--- src/rtl/echo_pkg.sv ---
// shared constants and carriers for the terminal port local echo block
package echo_pkg;
   // port count and widths
   localparam int NUM_PORTS = 8;
   localparam int PORT_W = 3;
   localparam int CHAR_W = 8;
   localparam int FIFO_DEPTH = 4;

   // flow-control codes that never go back to the terminal
   localparam logic [7:0] XON_CHAR = 8'h11;
   localparam logic [7:0] XOFF_CHAR = 8'h13;
   // carriage return and line feed codes
   localparam logic [7:0] CARRIAGE_RETURN_CHAR = 8'h0D;
   localparam logic [7:0] LINE_FEED_CHAR = 8'h0A;

   // parameter request sequence sent to the configuration terminal
   localparam logic [7:0] ESC_CHAR = 8'h1B;
   localparam logic [7:0] CSI_CHAR = 8'h5B;
   localparam logic [7:0] REQ_ARG_CHAR = 8'h30;
   localparam logic [7:0] REQ_END_CHAR = 8'h78;
   localparam int REQ_LEN = 4;
   localparam logic [1:0] REQ_LAST = 2'h3;

   // reply parsing: separator, terminator, digit range
   localparam logic [7:0] SEP_CHAR = 8'h3B;
   localparam logic [7:0] DIGIT_LO = 8'h30;
   localparam logic [7:0] DIGIT_HI = 8'h39;
   // reply field that holds the setting group 5 bits
   localparam logic [3:0] GROUP5_FIELD = 4'h6;

   // reset values
   localparam logic [7:0] ECHO_MASK_RST = 8'h00;

   // one character tagged with its terminal port
   typedef struct packed {
      logic [PORT_W-1:0] port;
      logic [CHAR_W-1:0] data;
   } port_char_s;

   // start-up states
   typedef enum logic [1:0] {
      ST_REQUEST,
      ST_WAIT_REPLY,
      ST_PARSE,
      ST_RUN
   } startup_e;
endpackage

--- src/rtl/terminal_port_local_echo.sv ---
// local echo engine with echo queue and start-up parameter query

////////////////////////////////////////////////////////////////////////////////
// small first-in first-out queue with valid and ready on both sides
module echo_fifo #(
   parameter int WIDTH = 11,
   parameter int DEPTH = 4
) (
   input wire logic clk,
   input wire logic rst_n,
   input wire logic ce,
   input wire logic in_valid,
   output logic in_ready,
   input wire logic [WIDTH-1:0] in_data,
   output logic out_valid,
   input wire logic out_ready,
   output logic [WIDTH-1:0] out_data
);
   localparam int AW = $clog2(DEPTH);

   logic [WIDTH-1:0] mem_reg [DEPTH]; // storage words
   logic [AW:0] wr_ptr_reg; // write pointer with wrap bit
   logic [AW:0] rd_ptr_reg; // read pointer with wrap bit
   wire logic full;
   wire logic empty;
   wire logic push;
   wire logic pop;

   // full when pointers differ only in the wrap bit
   assign full = (wr_ptr_reg[AW] != rd_ptr_reg[AW])
      && (wr_ptr_reg[AW-1:0] == rd_ptr_reg[AW-1:0]);
   assign empty = (wr_ptr_reg == rd_ptr_reg);
   assign in_ready = !full;
   assign out_valid = !empty;
   assign out_data = mem_reg[rd_ptr_reg[AW-1:0]];
   assign push = in_valid && !full && ce;
   assign pop = out_valid && out_ready && ce;

   // pointer update
   always_ff @(posedge clk)
   begin
      if (!rst_n)
      begin
         wr_ptr_reg <= '0;
         rd_ptr_reg <= '0;
      end
      else
      begin
         if (push)
            wr_ptr_reg <= wr_ptr_reg + 1'b1;
         if (pop)
            rd_ptr_reg <= rd_ptr_reg + 1'b1;
      end
   end

   // storage write, no reset needed
   always_ff @(posedge clk)
   begin
      if (push)
         mem_reg[wr_ptr_reg[AW-1:0]] <= in_data;
   end
endmodule

////////////////////////////////////////////////////////////////////////////////
// How it works
// - echo every received char on enabled ports
// - never echo XON or XOFF
// - carriage return echoed alone, no line feed
// - after power-up send parameter request sequence
// - group 5 reply field becomes echo mask
// - reset repeats request and reloads mask
module terminal_port_local_echo #(
   parameter int NUM_PORTS = echo_pkg::NUM_PORTS,
   parameter int FIFO_DEPTH = echo_pkg::FIFO_DEPTH
) (
   input wire logic clk,
   input wire logic rst_n,
   input wire logic ce,
   // characters from the terminal port receivers
   input wire logic rx_valid,
   output logic rx_ready,
   input wire echo_pkg::port_char_s rx_char,
   // characters queued by the host side for the terminals
   input wire logic host_valid,
   output logic host_ready,
   input wire echo_pkg::port_char_s host_char,
   // merged stream to the terminal port transmitters
   output logic tx_valid,
   input wire logic tx_ready,
   output echo_pkg::port_char_s tx_char,
   // characters sent to the configuration terminal
   output logic cfg_tx_valid,
   input wire logic cfg_tx_ready,
   output logic [7:0] cfg_tx_data,
   // characters received from the configuration terminal
   input wire logic cfg_rx_valid,
   input wire logic [7:0] cfg_rx_data,
   // current per-port echo enables and start-up done flag
   output logic [7:0] echo_mask,
   output logic config_done
);
   localparam int QW = $bits(echo_pkg::port_char_s);

   // true for codes that must not be echoed
   function automatic logic is_flow_char(input logic [7:0] c);
      is_flow_char = (c == echo_pkg::XON_CHAR)
         || (c == echo_pkg::XOFF_CHAR);
   endfunction

   // true for decimal digit codes
   function automatic logic is_digit(input logic [7:0] c);
      is_digit = (c >= echo_pkg::DIGIT_LO) && (c <= echo_pkg::DIGIT_HI);
   endfunction

   /////////////////////////////////////////////////////////////////////////////
   // start-up state
   echo_pkg::startup_e state_reg; // start-up phase
   echo_pkg::startup_e state_next;
   logic [1:0] req_idx_reg; // position in request sequence
   logic [3:0] field_reg; // reply field counter
   logic [7:0] value_reg; // decimal value being gathered
   logic [7:0] cand_reg; // group 5 value seen in this reply
   logic [7:0] mask_reg; // applied echo enables

   // request byte for the current position
   wire logic [7:0] req_byte;
   assign req_byte = (req_idx_reg == 2'h0) ? echo_pkg::ESC_CHAR :
                     (req_idx_reg == 2'h1) ? echo_pkg::CSI_CHAR :
                     (req_idx_reg == 2'h2) ? echo_pkg::REQ_ARG_CHAR :
                     echo_pkg::REQ_END_CHAR;

   // request is handed out straight from the sequencer
   assign cfg_tx_valid = (state_reg == echo_pkg::ST_REQUEST);
   assign cfg_tx_data = req_byte;
   wire logic req_step;
   assign req_step = cfg_tx_valid && cfg_tx_ready;
   wire logic req_done;
   assign req_done = req_step && (req_idx_reg == echo_pkg::REQ_LAST);

   // reply character classes
   wire logic rx_esc;
   wire logic rx_dig;
   wire logic rx_sep;
   wire logic rx_end;
   assign rx_esc = cfg_rx_valid && (cfg_rx_data == echo_pkg::ESC_CHAR);
   assign rx_dig = cfg_rx_valid && is_digit(cfg_rx_data);
   assign rx_sep = cfg_rx_valid && (cfg_rx_data == echo_pkg::SEP_CHAR);
   assign rx_end = cfg_rx_valid && (cfg_rx_data == echo_pkg::REQ_END_CHAR);

   // digit folded into running decimal value, ten times plus digit
   wire logic [7:0] digit;
   wire logic [7:0] value_acc;
   assign digit = cfg_rx_data - echo_pkg::DIGIT_LO;
   assign value_acc = {value_reg[4:0], 3'b000} + {value_reg[6:0], 1'b0}
      + digit;

   // field closes on separator or terminator
   wire logic field_close;
   wire logic field_hit;
   assign field_close = (state_reg == echo_pkg::ST_PARSE)
      && (rx_sep || rx_end);
   assign field_hit = field_close && (field_reg == echo_pkg::GROUP5_FIELD);

   // next start-up phase
   always_comb
   begin
      state_next = state_reg;
      unique case (state_reg)
         echo_pkg::ST_REQUEST:
            if (req_done)
               state_next = echo_pkg::ST_WAIT_REPLY;
         echo_pkg::ST_WAIT_REPLY:
            if (rx_esc)
               state_next = echo_pkg::ST_PARSE;
         echo_pkg::ST_PARSE:
            if (rx_end)
               state_next = echo_pkg::ST_RUN;
            else if (rx_esc)
               state_next = echo_pkg::ST_PARSE;
         echo_pkg::ST_RUN:
            state_next = echo_pkg::ST_RUN;
      endcase
   end

   // phase and request position; reset restarts the query
   always_ff @(posedge clk)
   begin
      if (!rst_n)
      begin
         state_reg <= echo_pkg::ST_REQUEST;
         req_idx_reg <= 2'h0;
      end
      else if (ce)
      begin
         state_reg <= state_next;
         if (req_step)
            req_idx_reg <= req_idx_reg + 2'h1;
      end
   end

   // reply field parsing
   always_ff @(posedge clk)
   begin
      if (!rst_n)
      begin
         field_reg <= 4'h0;
         value_reg <= 8'h00;
         cand_reg <= echo_pkg::ECHO_MASK_RST;
      end
      else if (ce)
      begin
         // an escape restarts the reply
         if (rx_esc)
         begin
            field_reg <= 4'h0;
            value_reg <= 8'h00;
         end
         else if (state_reg == echo_pkg::ST_PARSE)
         begin
            if (rx_dig)
               value_reg <= value_acc;
            else if (field_close)
            begin
               field_reg <= field_reg + 4'h1;
               value_reg <= 8'h00;
            end
         end
         // keep the group 5 value for this reply
         if (field_hit)
            cand_reg <= value_reg;
      end
   end

   // mask applied only when the whole reply has arrived
   always_ff @(posedge clk)
   begin
      if (!rst_n)
         mask_reg <= echo_pkg::ECHO_MASK_RST;
      else if (ce && (state_reg == echo_pkg::ST_PARSE) && rx_end)
         mask_reg <= field_hit ? value_reg : cand_reg;
   end

   assign echo_mask = mask_reg;
   assign config_done = (state_reg == echo_pkg::ST_RUN);

   /////////////////////////////////////////////////////////////////////////////
   // echo decision on the receive stream
   wire logic port_enabled;
   wire logic want_echo;
   wire logic q_in_ready;
   wire logic q_in_valid;
   // one mask bit per port selects echo
   assign port_enabled = (32'(rx_char.port) < NUM_PORTS)
      && mask_reg[rx_char.port];
   // flow-control codes are accepted from the receive stream but are never echoed
   assign want_echo = port_enabled
      && !is_flow_char(rx_char.data);
   // receive stalls only when an echo cannot be queued
   assign rx_ready = !want_echo || q_in_ready;
   // char queued unchanged, a return is queued once with no feed added
   assign q_in_valid = rx_valid && want_echo;

   /////////////////////////////////////////////////////////////////////////////
   // echo queue keeps receive order
   wire logic q_out_valid;
   wire logic q_out_ready;
   wire logic [QW-1:0] q_out_data;

   echo_fifo #(
      .WIDTH(QW),
      .DEPTH(FIFO_DEPTH)
   ) u_echo_fifo (
      .clk(clk),
      .rst_n(rst_n),
      .ce(ce),
      .in_valid(q_in_valid),
      .in_ready(q_in_ready),
      .in_data(rx_char),
      .out_valid(q_out_valid),
      .out_ready(q_out_ready),
      .out_data(q_out_data)
   );

   /////////////////////////////////////////////////////////////////////////////
   // merge of echo and host characters into a registered output stage
   logic out_valid_reg; // output stage holds a char
   echo_pkg::port_char_s out_char_reg; // char on offer
   logic last_echo_reg; // last grant went to the echo queue

   wire logic stage_free;
   wire logic pick_echo;
   wire logic pick_host;
   // stage loads when empty or being drained
   assign stage_free = !out_valid_reg || tx_ready;
   // alternate when both wait so neither side is displaced
   assign pick_echo = q_out_valid
      && (!host_valid || !last_echo_reg);
   assign pick_host = host_valid && !pick_echo;
   assign q_out_ready = stage_free && pick_echo;
   assign host_ready = stage_free && pick_host;

   // output stage and fairness flag
   always_ff @(posedge clk)
   begin
      if (!rst_n)
      begin
         out_valid_reg <= 1'b0;
         out_char_reg <= '0;
         last_echo_reg <= 1'b0;
      end
      else if (ce && stage_free)
      begin
         out_valid_reg <= q_out_valid || host_valid;
         // echo entry taken in queue order
         if (pick_echo)
         begin
            out_char_reg <= echo_pkg::port_char_s'(q_out_data);
            last_echo_reg <= 1'b1;
         end
         else if (pick_host)
         begin
            out_char_reg <= host_char;
            last_echo_reg <= 1'b0;
         end
      end
   end

   assign tx_valid = out_valid_reg;
   assign tx_char = out_char_reg;
endmodule

--- config.mk ---
export PLATFORM = sky130hd
export DESIGN_NAME = terminal_port_local_echo
export DESIGN_NICKNAME = d
export VERILOG_FILES = /design/src/rtl/echo_pkg.sv /design/src/rtl/terminal_port_local_echo.sv
export SDC_FILE = /design/constraint.sdc
export NUM_CORES = 1
export LEC_CHECK = 0
export ABC_AREA = 1
export BUFFER_PORTS_ARGS = -buffer_cell sky130_fd_sc_hd__buf_4
export CAP_MARGIN = 20
export CORE_MARGIN = 2
export CORE_UTILIZATION = 62
export DETAILED_ROUTE_END_ITERATION = 12
export PLACE_DENSITY_LB_ADDON = 0.25
export SYNTH_ARGS = -nofsm -noshare
export SYNTH_HDL_FRONTEND = slang
export SYNTH_SLANG_ARGS = --single-unit
--- constraint.sdc ---
create_clock -name clk -period 7.6 [get_ports clk]
set_input_delay 0.38 -clock clk [delete_from_list [all_inputs] [get_ports clk]]
set_output_delay 0.38 -clock clk [all_outputs]
set_load 0.02 [all_outputs]
==> qor.csv, run 1 <==
metric,value,unit
area grow syn2layout,14.33,%
DPL Wire Length,8393,um
P_leak,2.658,nW
CP top delay family,adder cells,
worst-path fanout max,4,
max reg flops,44,
CTS sink count,97,
Worst-Margin Slew,1.066,ns
WS Path Type,flop to flop,
Finished Cell Area,0.005911,sq mm
setup violators final,0,
fin nets,744,
WP data required,7.90,ns
total CTS buffers,9,
reg2reg start,value_reg[2],
CP max stage cell,fa_1,
RSZ-0062 raised after global routing,no,
hold path depth,1,
Via density,5.490,
worst path bufs/invs,2,
clock buffer depth,2,
DR vias,4332,
Post-DRT Antenna Nets,0,
share of post-route cells with drive strength above 1,20.47,%
PwrDens,194.1,mW/mm^2
H-Tree Depth,3,
drt wl/cell,14.73,um
synth unique cells,37,
CP Launch Type,flop,
row count,33,
WL final,11630,um
post-synthesis cell count,624,
Area after DPL,0.005642,sq mm
"Clk Latency, worst-skew pair",0.36,ns
initial antenna violation count,0,
# Post-CTS Setup Buffers,0,
clock transition at the registers of the reported paths,0.10,ns
reg2reg setup slack,4.92,ns
Setup TNS,0,ns
PnR worst setup slack,4.921,ns
antenna cells,0,
DRC violations left,0,
total power,1.147,mW
Die X,95.32,um
Layout fillers,622,
Worst setup EP type,flop,
Max Clock Freq,373.2,MHz
fin crit period,2.679,ns
Initial Utilization,63.56,%
clk root buf,clkbuf_8,
Place WS,4.863,ns
sequential area share after synthesis,46.08,%
routability cong.,0.8787,
largest net degree at the start of global routing,33,
final setup skew,0.01058,ns
"Top cell by count, worst path",nand2_1,
R2R Path End,value_reg[7],
Yosys reg bits,97,
Ports,70,
Slew headroom,28.65,%
hold_sp,rx_char[1],
Die Y-Extent,95.32,um
status,finished clean,
first-pass GRT wire length,18840,um
Pre-Repair DR Iteration Count,5,
Crit path largest cell delay,0.49,ns
CP arrival,2.98,ns
worst min-delay path class,primary input to flop,
final hold vios,0,
Total GRT Usage,26.94,%
hold_buf cts,0,
hold_ws,0.2232,ns
Core Region,0.008134,sq mm
syn avg cell area,8.285,sq um
"Slew Viols, Final",0,
reg2reg path depth,15,
CP cell instances,inv_1 -> fa_1 -> inv_1 -> ha_1 -> ha_1 -> fa_1 -> nand3_1 -> nand2_1 -> nand2_1 -> nand2_1 -> nand2_1 -> nand3_1 -> nand3_1 -> nand2_1 -> nor2_1,
Ys Warns,0,
Die ar.,0.009085,sq mm
WHS Endpoint,u_echo_fifo.mem_reg[0][1],
grt ovf,0,
"commonest non-fill, non-tap cell in the layout",nand2_1,
drt first-iter violations,366,
# resized after CTS,0,
most frequent cells in the layout,"nand2_1, buf_4, inv_1",
post-synth design cell area,0.005170,sq mm
number of buffers added on ports,66,
Max-cap violations,0,
CTS tree,built,
Final period util,35.26,%
number of global-route vias before repair,4014,
VDD IR max,0.1268,mV
[per-stage QoR]
stage	cells	util, %
2_1_floorplan	625	-
5_1_grt	789	72.67
4_1_cts	787	72.44
3_5_place_dp	771	69.36
6_report	789	72.67
3_3_place_gp	771	69.36
[where the power goes]
group / switching [mW] / internal (mW) / leakage, nW / total [mW]
Combinational: 0.106 / 0.0625 / 1.71 / 0.168
Sequential: 0.0135 / 0.558 / 0.827 / 0.572
Clock: 0.185 / 0.223 / 0.122 / 0.407
[how the worst max path moves through the flow]
stage                   endpoint  depth (start not counted)            from
floorplan           value_reg[7]                         14  cfg_rx_data[3]
detailed placement  value_reg[7]                         15  cfg_rx_data[3]
global route        value_reg[7]                         15    value_reg[0]
CTS                 value_reg[7]                         15    value_reg[2]
global placement    value_reg[7]                         15  cfg_rx_data[3]
finish              value_reg[7]                         15    value_reg[2]
[metal layers]
| metal | vias to the layer above | track usage [%] | part of all wire [%] |
|---|---|---|---|
| li1 | 2122 | - | - |
| met1 | 2023 | 37.67 | 43 |
| met2 | 171 | 43.25 | 48 |
| met3 | 16 | 3.241 | 7.4 |
| met4 | 0 | 10.02 | 1.6 |
| met5 | - | 0 | 0 |
[worst register-to-register path: cells and delay by family, from the launching register on]
kind | cells | cell delay (ns)
simple gates | 9 | 0.64
fa+ha+maj | 4 | 1.42
flops | 1 | 0.42
buf+inv | 2 | 0.13
[area by class of cell]
type / instances / area [sq um] / share of cell area (%)
tap: 105 / 131.4 / 2.223
inverter: 73 / 274.0 / 4.636
sequential: 97 / 2382 / 40.30
timing repair buffer: 69 / 521.8 / 8.827
clock inverter: 7 / 126.4 / 2.138
multi-input combinational: 429 / 2351 / 39.78
clock buffer: 9 / 123.9 / 2.096
[Yosys cell counts]
master | number | area [sq um]
nand2_1 | 159 | 596.8
inv_1 | 63 | 236.5
nand3_1 | 62 | 310.3
nor2_1 | 54 | 202.7
dfxtp_1 | 53 | 1061
edfxtp_1 | 44 | 1321
a21oi_1 | 25 | 125.1
ha_1 | 22 | 275.3
nand2_2 | 16 | 100.1
nand4_1 | 12 | 75.07
a21oi_2 | 11 | 96.34
o21ai_1 | 10 | 50.05
buf_2 | 9 | 45.04
inv_2 | 9 | 33.78
o21ai_0 | 9 | 45.04
o21a_1 | 6 | 45.04
buf_4 | 5 | 37.54
buf_6 | 5 | 56.30
fa_1 | 5 | 100.1
nor2_4 | 5 | 56.30
xor2_1 | 5 | 43.79
clkbuf_1 | 4 | 15.01
nand3_2 | 4 | 40.04
nand3b_1 | 4 | 30.03
nor2_2 | 4 | 25.02
nand2_4 | 3 | 33.78
buf_1 | 2 | 7.510
conb_1 | 2 | 7.510
o22ai_1 | 2 | 12.51
xnor2_1 | 2 | 17.52
xnor2_2 | 2 | 32.53
and3b_1 | 1 | 8.760
clkbuf_2 | 1 | 5.000
clkinv_1 | 1 | 3.750
nor3_1 | 1 | 5.000
nor4_1 | 1 | 6.260
or2_2 | 1 | 6.260
[logic make-up after synthesis]
group | count (synthesis) | synth area share (%)
AO/OA/AOI/OAI | 63 | 7.236
XOR/XNOR | 9 | 1.815
adder cells (fa/ha/maj) | 27 | 7.260
buffers and inverters | 99 | 8.519
flip-flops | 97 | 46.08
other | 2 | 0.1453
AND/OR/NAND/NOR | 327 | 28.94
(Power assumes the default switching activity.)
==> run 2, diff against run 1 <==
--- a/config.mk
+++ b/config.mk
@@ -9,7 +9,7 @@
 export BUFFER_PORTS_ARGS = -buffer_cell sky130_fd_sc_hd__buf_4
 export CAP_MARGIN = 20
 export CORE_MARGIN = 2
-export CORE_UTILIZATION = 62
+export CORE_UTILIZATION = 58
 export DETAILED_ROUTE_END_ITERATION = 12
 export PLACE_DENSITY_LB_ADDON = 0.25
 export SYNTH_ARGS = -nofsm -noshare
==> constraint.sdc (replaced) <==
create_clock -name clk -period 2.8 [get_ports clk]
set_input_delay 0.14 -clock clk [delete_from_list [all_inputs] [get_ports clk]]
set_output_delay 0.14 -clock clk [all_outputs]
set_load 0.02 [all_outputs]
==> run 2 against run 1 <==
Compared with the run above:
- power rose to 2.6 times the previous value
- sequential power rose to 2.7 times the previous value
- die area rose by 6.6%
- combinational power rose to 2.9 times the previous value
- wire length fell by 2.2%
- cell area rose by 1.3%
- clock power rose by 130%
- sequential cell count did not move
- worst hold slack got worse by 0.21 ns
- critical path depth did not move
- critical path type unchanged
- largest cell class unchanged
==> qor.csv, run 2 (synthesized netlist as in run 1, its figures left out) <==
metric,value,unit,change
"Clk Latency, worst-skew pair",0.37,ns,was 0.36 ns
Crit path largest cell delay,0.49,ns,about the same
Die X,98.41,um,was 95.32 um
fin nets,757,,was 744
Max-cap violations,0,,unchanged
most frequent cells in the layout,"nand2_1, buf_4, inv_1",,unchanged
DP Cell Count,780,,was 771
Die ar.,0.009685,sq mm,was 0.009085 sq mm
Max Clock Freq,387.0,MHz,was 373.2 MHz
Clk pwr share,31.2,%,was 35.5%
net switching power,0.8835,mW,was 0.3040 mW
P_leak,2.698,nW,was 2.658 nW
# Post-CTS Setup Buffers,0,,unchanged
DPL Wire Length,8006,um,was 8393 um
row count,34,,was 33
clock transition at the registers of the reported paths,0.11,ns,was 0.10 ns
Ports,70,,unchanged
"commonest non-fill, non-tap cell in the layout",nand2_1,,unchanged
fin crit period,2.584,ns,was 2.679 ns
RSZ-0062 raised after global routing,no,,unchanged
final setup skew,0.01571,ns,was 0.01058 ns
max reg flops,44,,unchanged
Post-DRT Antenna Nets,0,,unchanged
Sw Ratio,30.08,%,was 26.50%
grt ovf,0,,unchanged
VDD IR max,0.3757,mV,was 0.1268 mV
clk root buf,clkbuf_8,,unchanged
worst-path fanout max,4,,unchanged
drt wl/cell,14.13,um,was 14.73 um
CP cell instances,inv_1 -> fa_1 -> inv_1 -> ha_1 -> ha_1 -> fa_2 -> nand3_1 -> nand2_1 -> nand2_1 -> nand2_1 -> nand2_1 -> nand3_1 -> nand3_1 -> nand2_1 -> nor2_1,,was inv_1 -> fa_1 -> inv_1 -> ha_1 -> ha_1 -> fa_1 -> nand3_1 -> nand2_1 -> nand2_1 -> nand2_1 -> nand2_1 -> nand3_1 -> nand3_1 -> nand2_1 -> nor2_1
"Slew Viols, Final",0,,unchanged
Final period util,92.28,%,was 35.26%
initial antenna violation count,0,,unchanged
total CTS buffers,9,,unchanged
CP arrival,2.90,ns,was 2.98 ns
Die Y-Extent,98.41,um,was 95.32 um
CP max stage cell,fa_1,,unchanged
Core Region,0.008678,sq mm,was 0.008134 sq mm
Slew headroom,55.67,%,was 28.65%
WL final,11380,um,"was 11,630 um"
Setup TNS,0,ns,unchanged
final hold vios,0,,unchanged
drt first-iter violations,252,,was 366
share of post-route cells with drive strength above 1,21.09,%,was 20.47%
Total GRT Usage,23.85,%,was 26.94%
CTS tree,built,,unchanged
status,finished clean,,unchanged
clock buffer depth,2,,unchanged
Worst setup EP type,flop,,unchanged
WP data required,3.12,ns,was 7.90 ns
number of global-route vias before repair,3914,,"was 4,014"
worst min-delay path class,primary input to flop,,unchanged
setup violators final,0,,unchanged
"Top cell by count, worst path",nand2_1,,unchanged
WS Path Type,flop to flop,,unchanged
Via density,5.381,,was 5.490
Initial Utilization,59.57,%,was 63.56%
H-Tree Depth,3,,unchanged
Non-Filler Instances,805,,was 789
power share of the combinational group,16.3,%,was 14.7%
Pre-Repair DR Iteration Count,5,,unchanged
CTS sink count,97,,unchanged
area grow syn2layout,15.83,%,was 14.33%
first-pass GRT wire length,18400,um,"was 18,840 um"
routability cong.,0.9462,,was 0.8787
DR vias,4332,,unchanged
Layout fillers,708,,was 622
internal power,2.054,mW,was 0.8434 mW
PwrDens,490.6,mW/mm^2,was 194.1 mW/mm^2
sequential share of power,52.5,%,was 49.8%
CP Launch Type,flop,,unchanged
DRC violations left,0,,unchanged
largest net degree at the start of global routing,33,,unchanged
Worst-Margin Slew,0.6642,ns,was 1.066 ns
number of buffers added on ports,66,,unchanged
antenna cells,0,,unchanged
## run 2: layout make-up
cell class                 count  area [sq um]  share of cell area (%)
timing repair buffer          82         638.1                   10.66
multi-input combinational    429          2354                   39.30
tap                          108         135.1                   2.257
inverter                      73         274.0                   4.576
sequential                    97          2385                   39.82
clock buffer                   9         123.9                   2.069
clock inverter                 7         78.83                   1.316
## run 2: final timing paths
path / start / to / slack (ns) / depth (start not counted)
worst min-delay path: rx_char[10] / u_echo_fifo.mem_reg[0][10] / 0.01 / 1
worst min register to register: last_echo_reg / last_echo_reg / 0.48 / 2
worst max-delay path: value_reg[0] / value_reg[7] / 0.22 / 15
worst max register to register: value_reg[0] / value_reg[7] / 0.22 / 15
## run 2: repair_timing
action | 4_1_cts | 5_1_grt
endpoints found under the setup margin | 0 | 1
endpoints found under the hold margin | 36 | 0
hold buffers | 9 | 0
resized for setup | 0 | 3
## run 2: stage by stage
step	setup slack [ns]	hold WS, ns	utilization [%]	instance area, sq um	power (mW)
after floorplan	0.3579	0.2389	-	5174	1.895
after global placement	0.2669	0.3394	65.57	5690	2.025
after detailed placement	0.1571	0.3428	65.57	5690	2.037
after CTS	0.1259	0.006278	68.94	5983	2.945
after global routing	0.05768	0.005684	69.00	5988	3.063
final	0.2161	0.01468	69.00	5988	2.938
## run 2: critical path, delay by kind of cell, from the launching register on
kind / cells / cell delay [ns]
adder cells (fa/ha/maj): 4 / 1.37
AND/OR/NAND/NOR: 9 / 0.66
flip-flops: 1 / 0.37
buffers and inverters: 2 / 0.11
## run 2: routing by layer
metal / vias to the layer above / track usage (%) / routed length [um]
li1: 2144 / - / -
met1: 1988 / 32.79 / 5007
met2: 168 / 37.36 / 5204
met3: 32 / 5.106 / 845
met4: 0 / 9.168 / 318
met5: - / 0 / 0
## run 2: power by group through the flow
stage	logic, mW	clock network (mW)	registers, mW
after global placement	0.452	0	1.57
final	0.479	0.917	1.54
after global routing	0.530	0.986	1.55
after detailed placement	0.463	0	1.57
after CTS	0.477	0.926	1.54
after floorplan	0.303	0	1.59
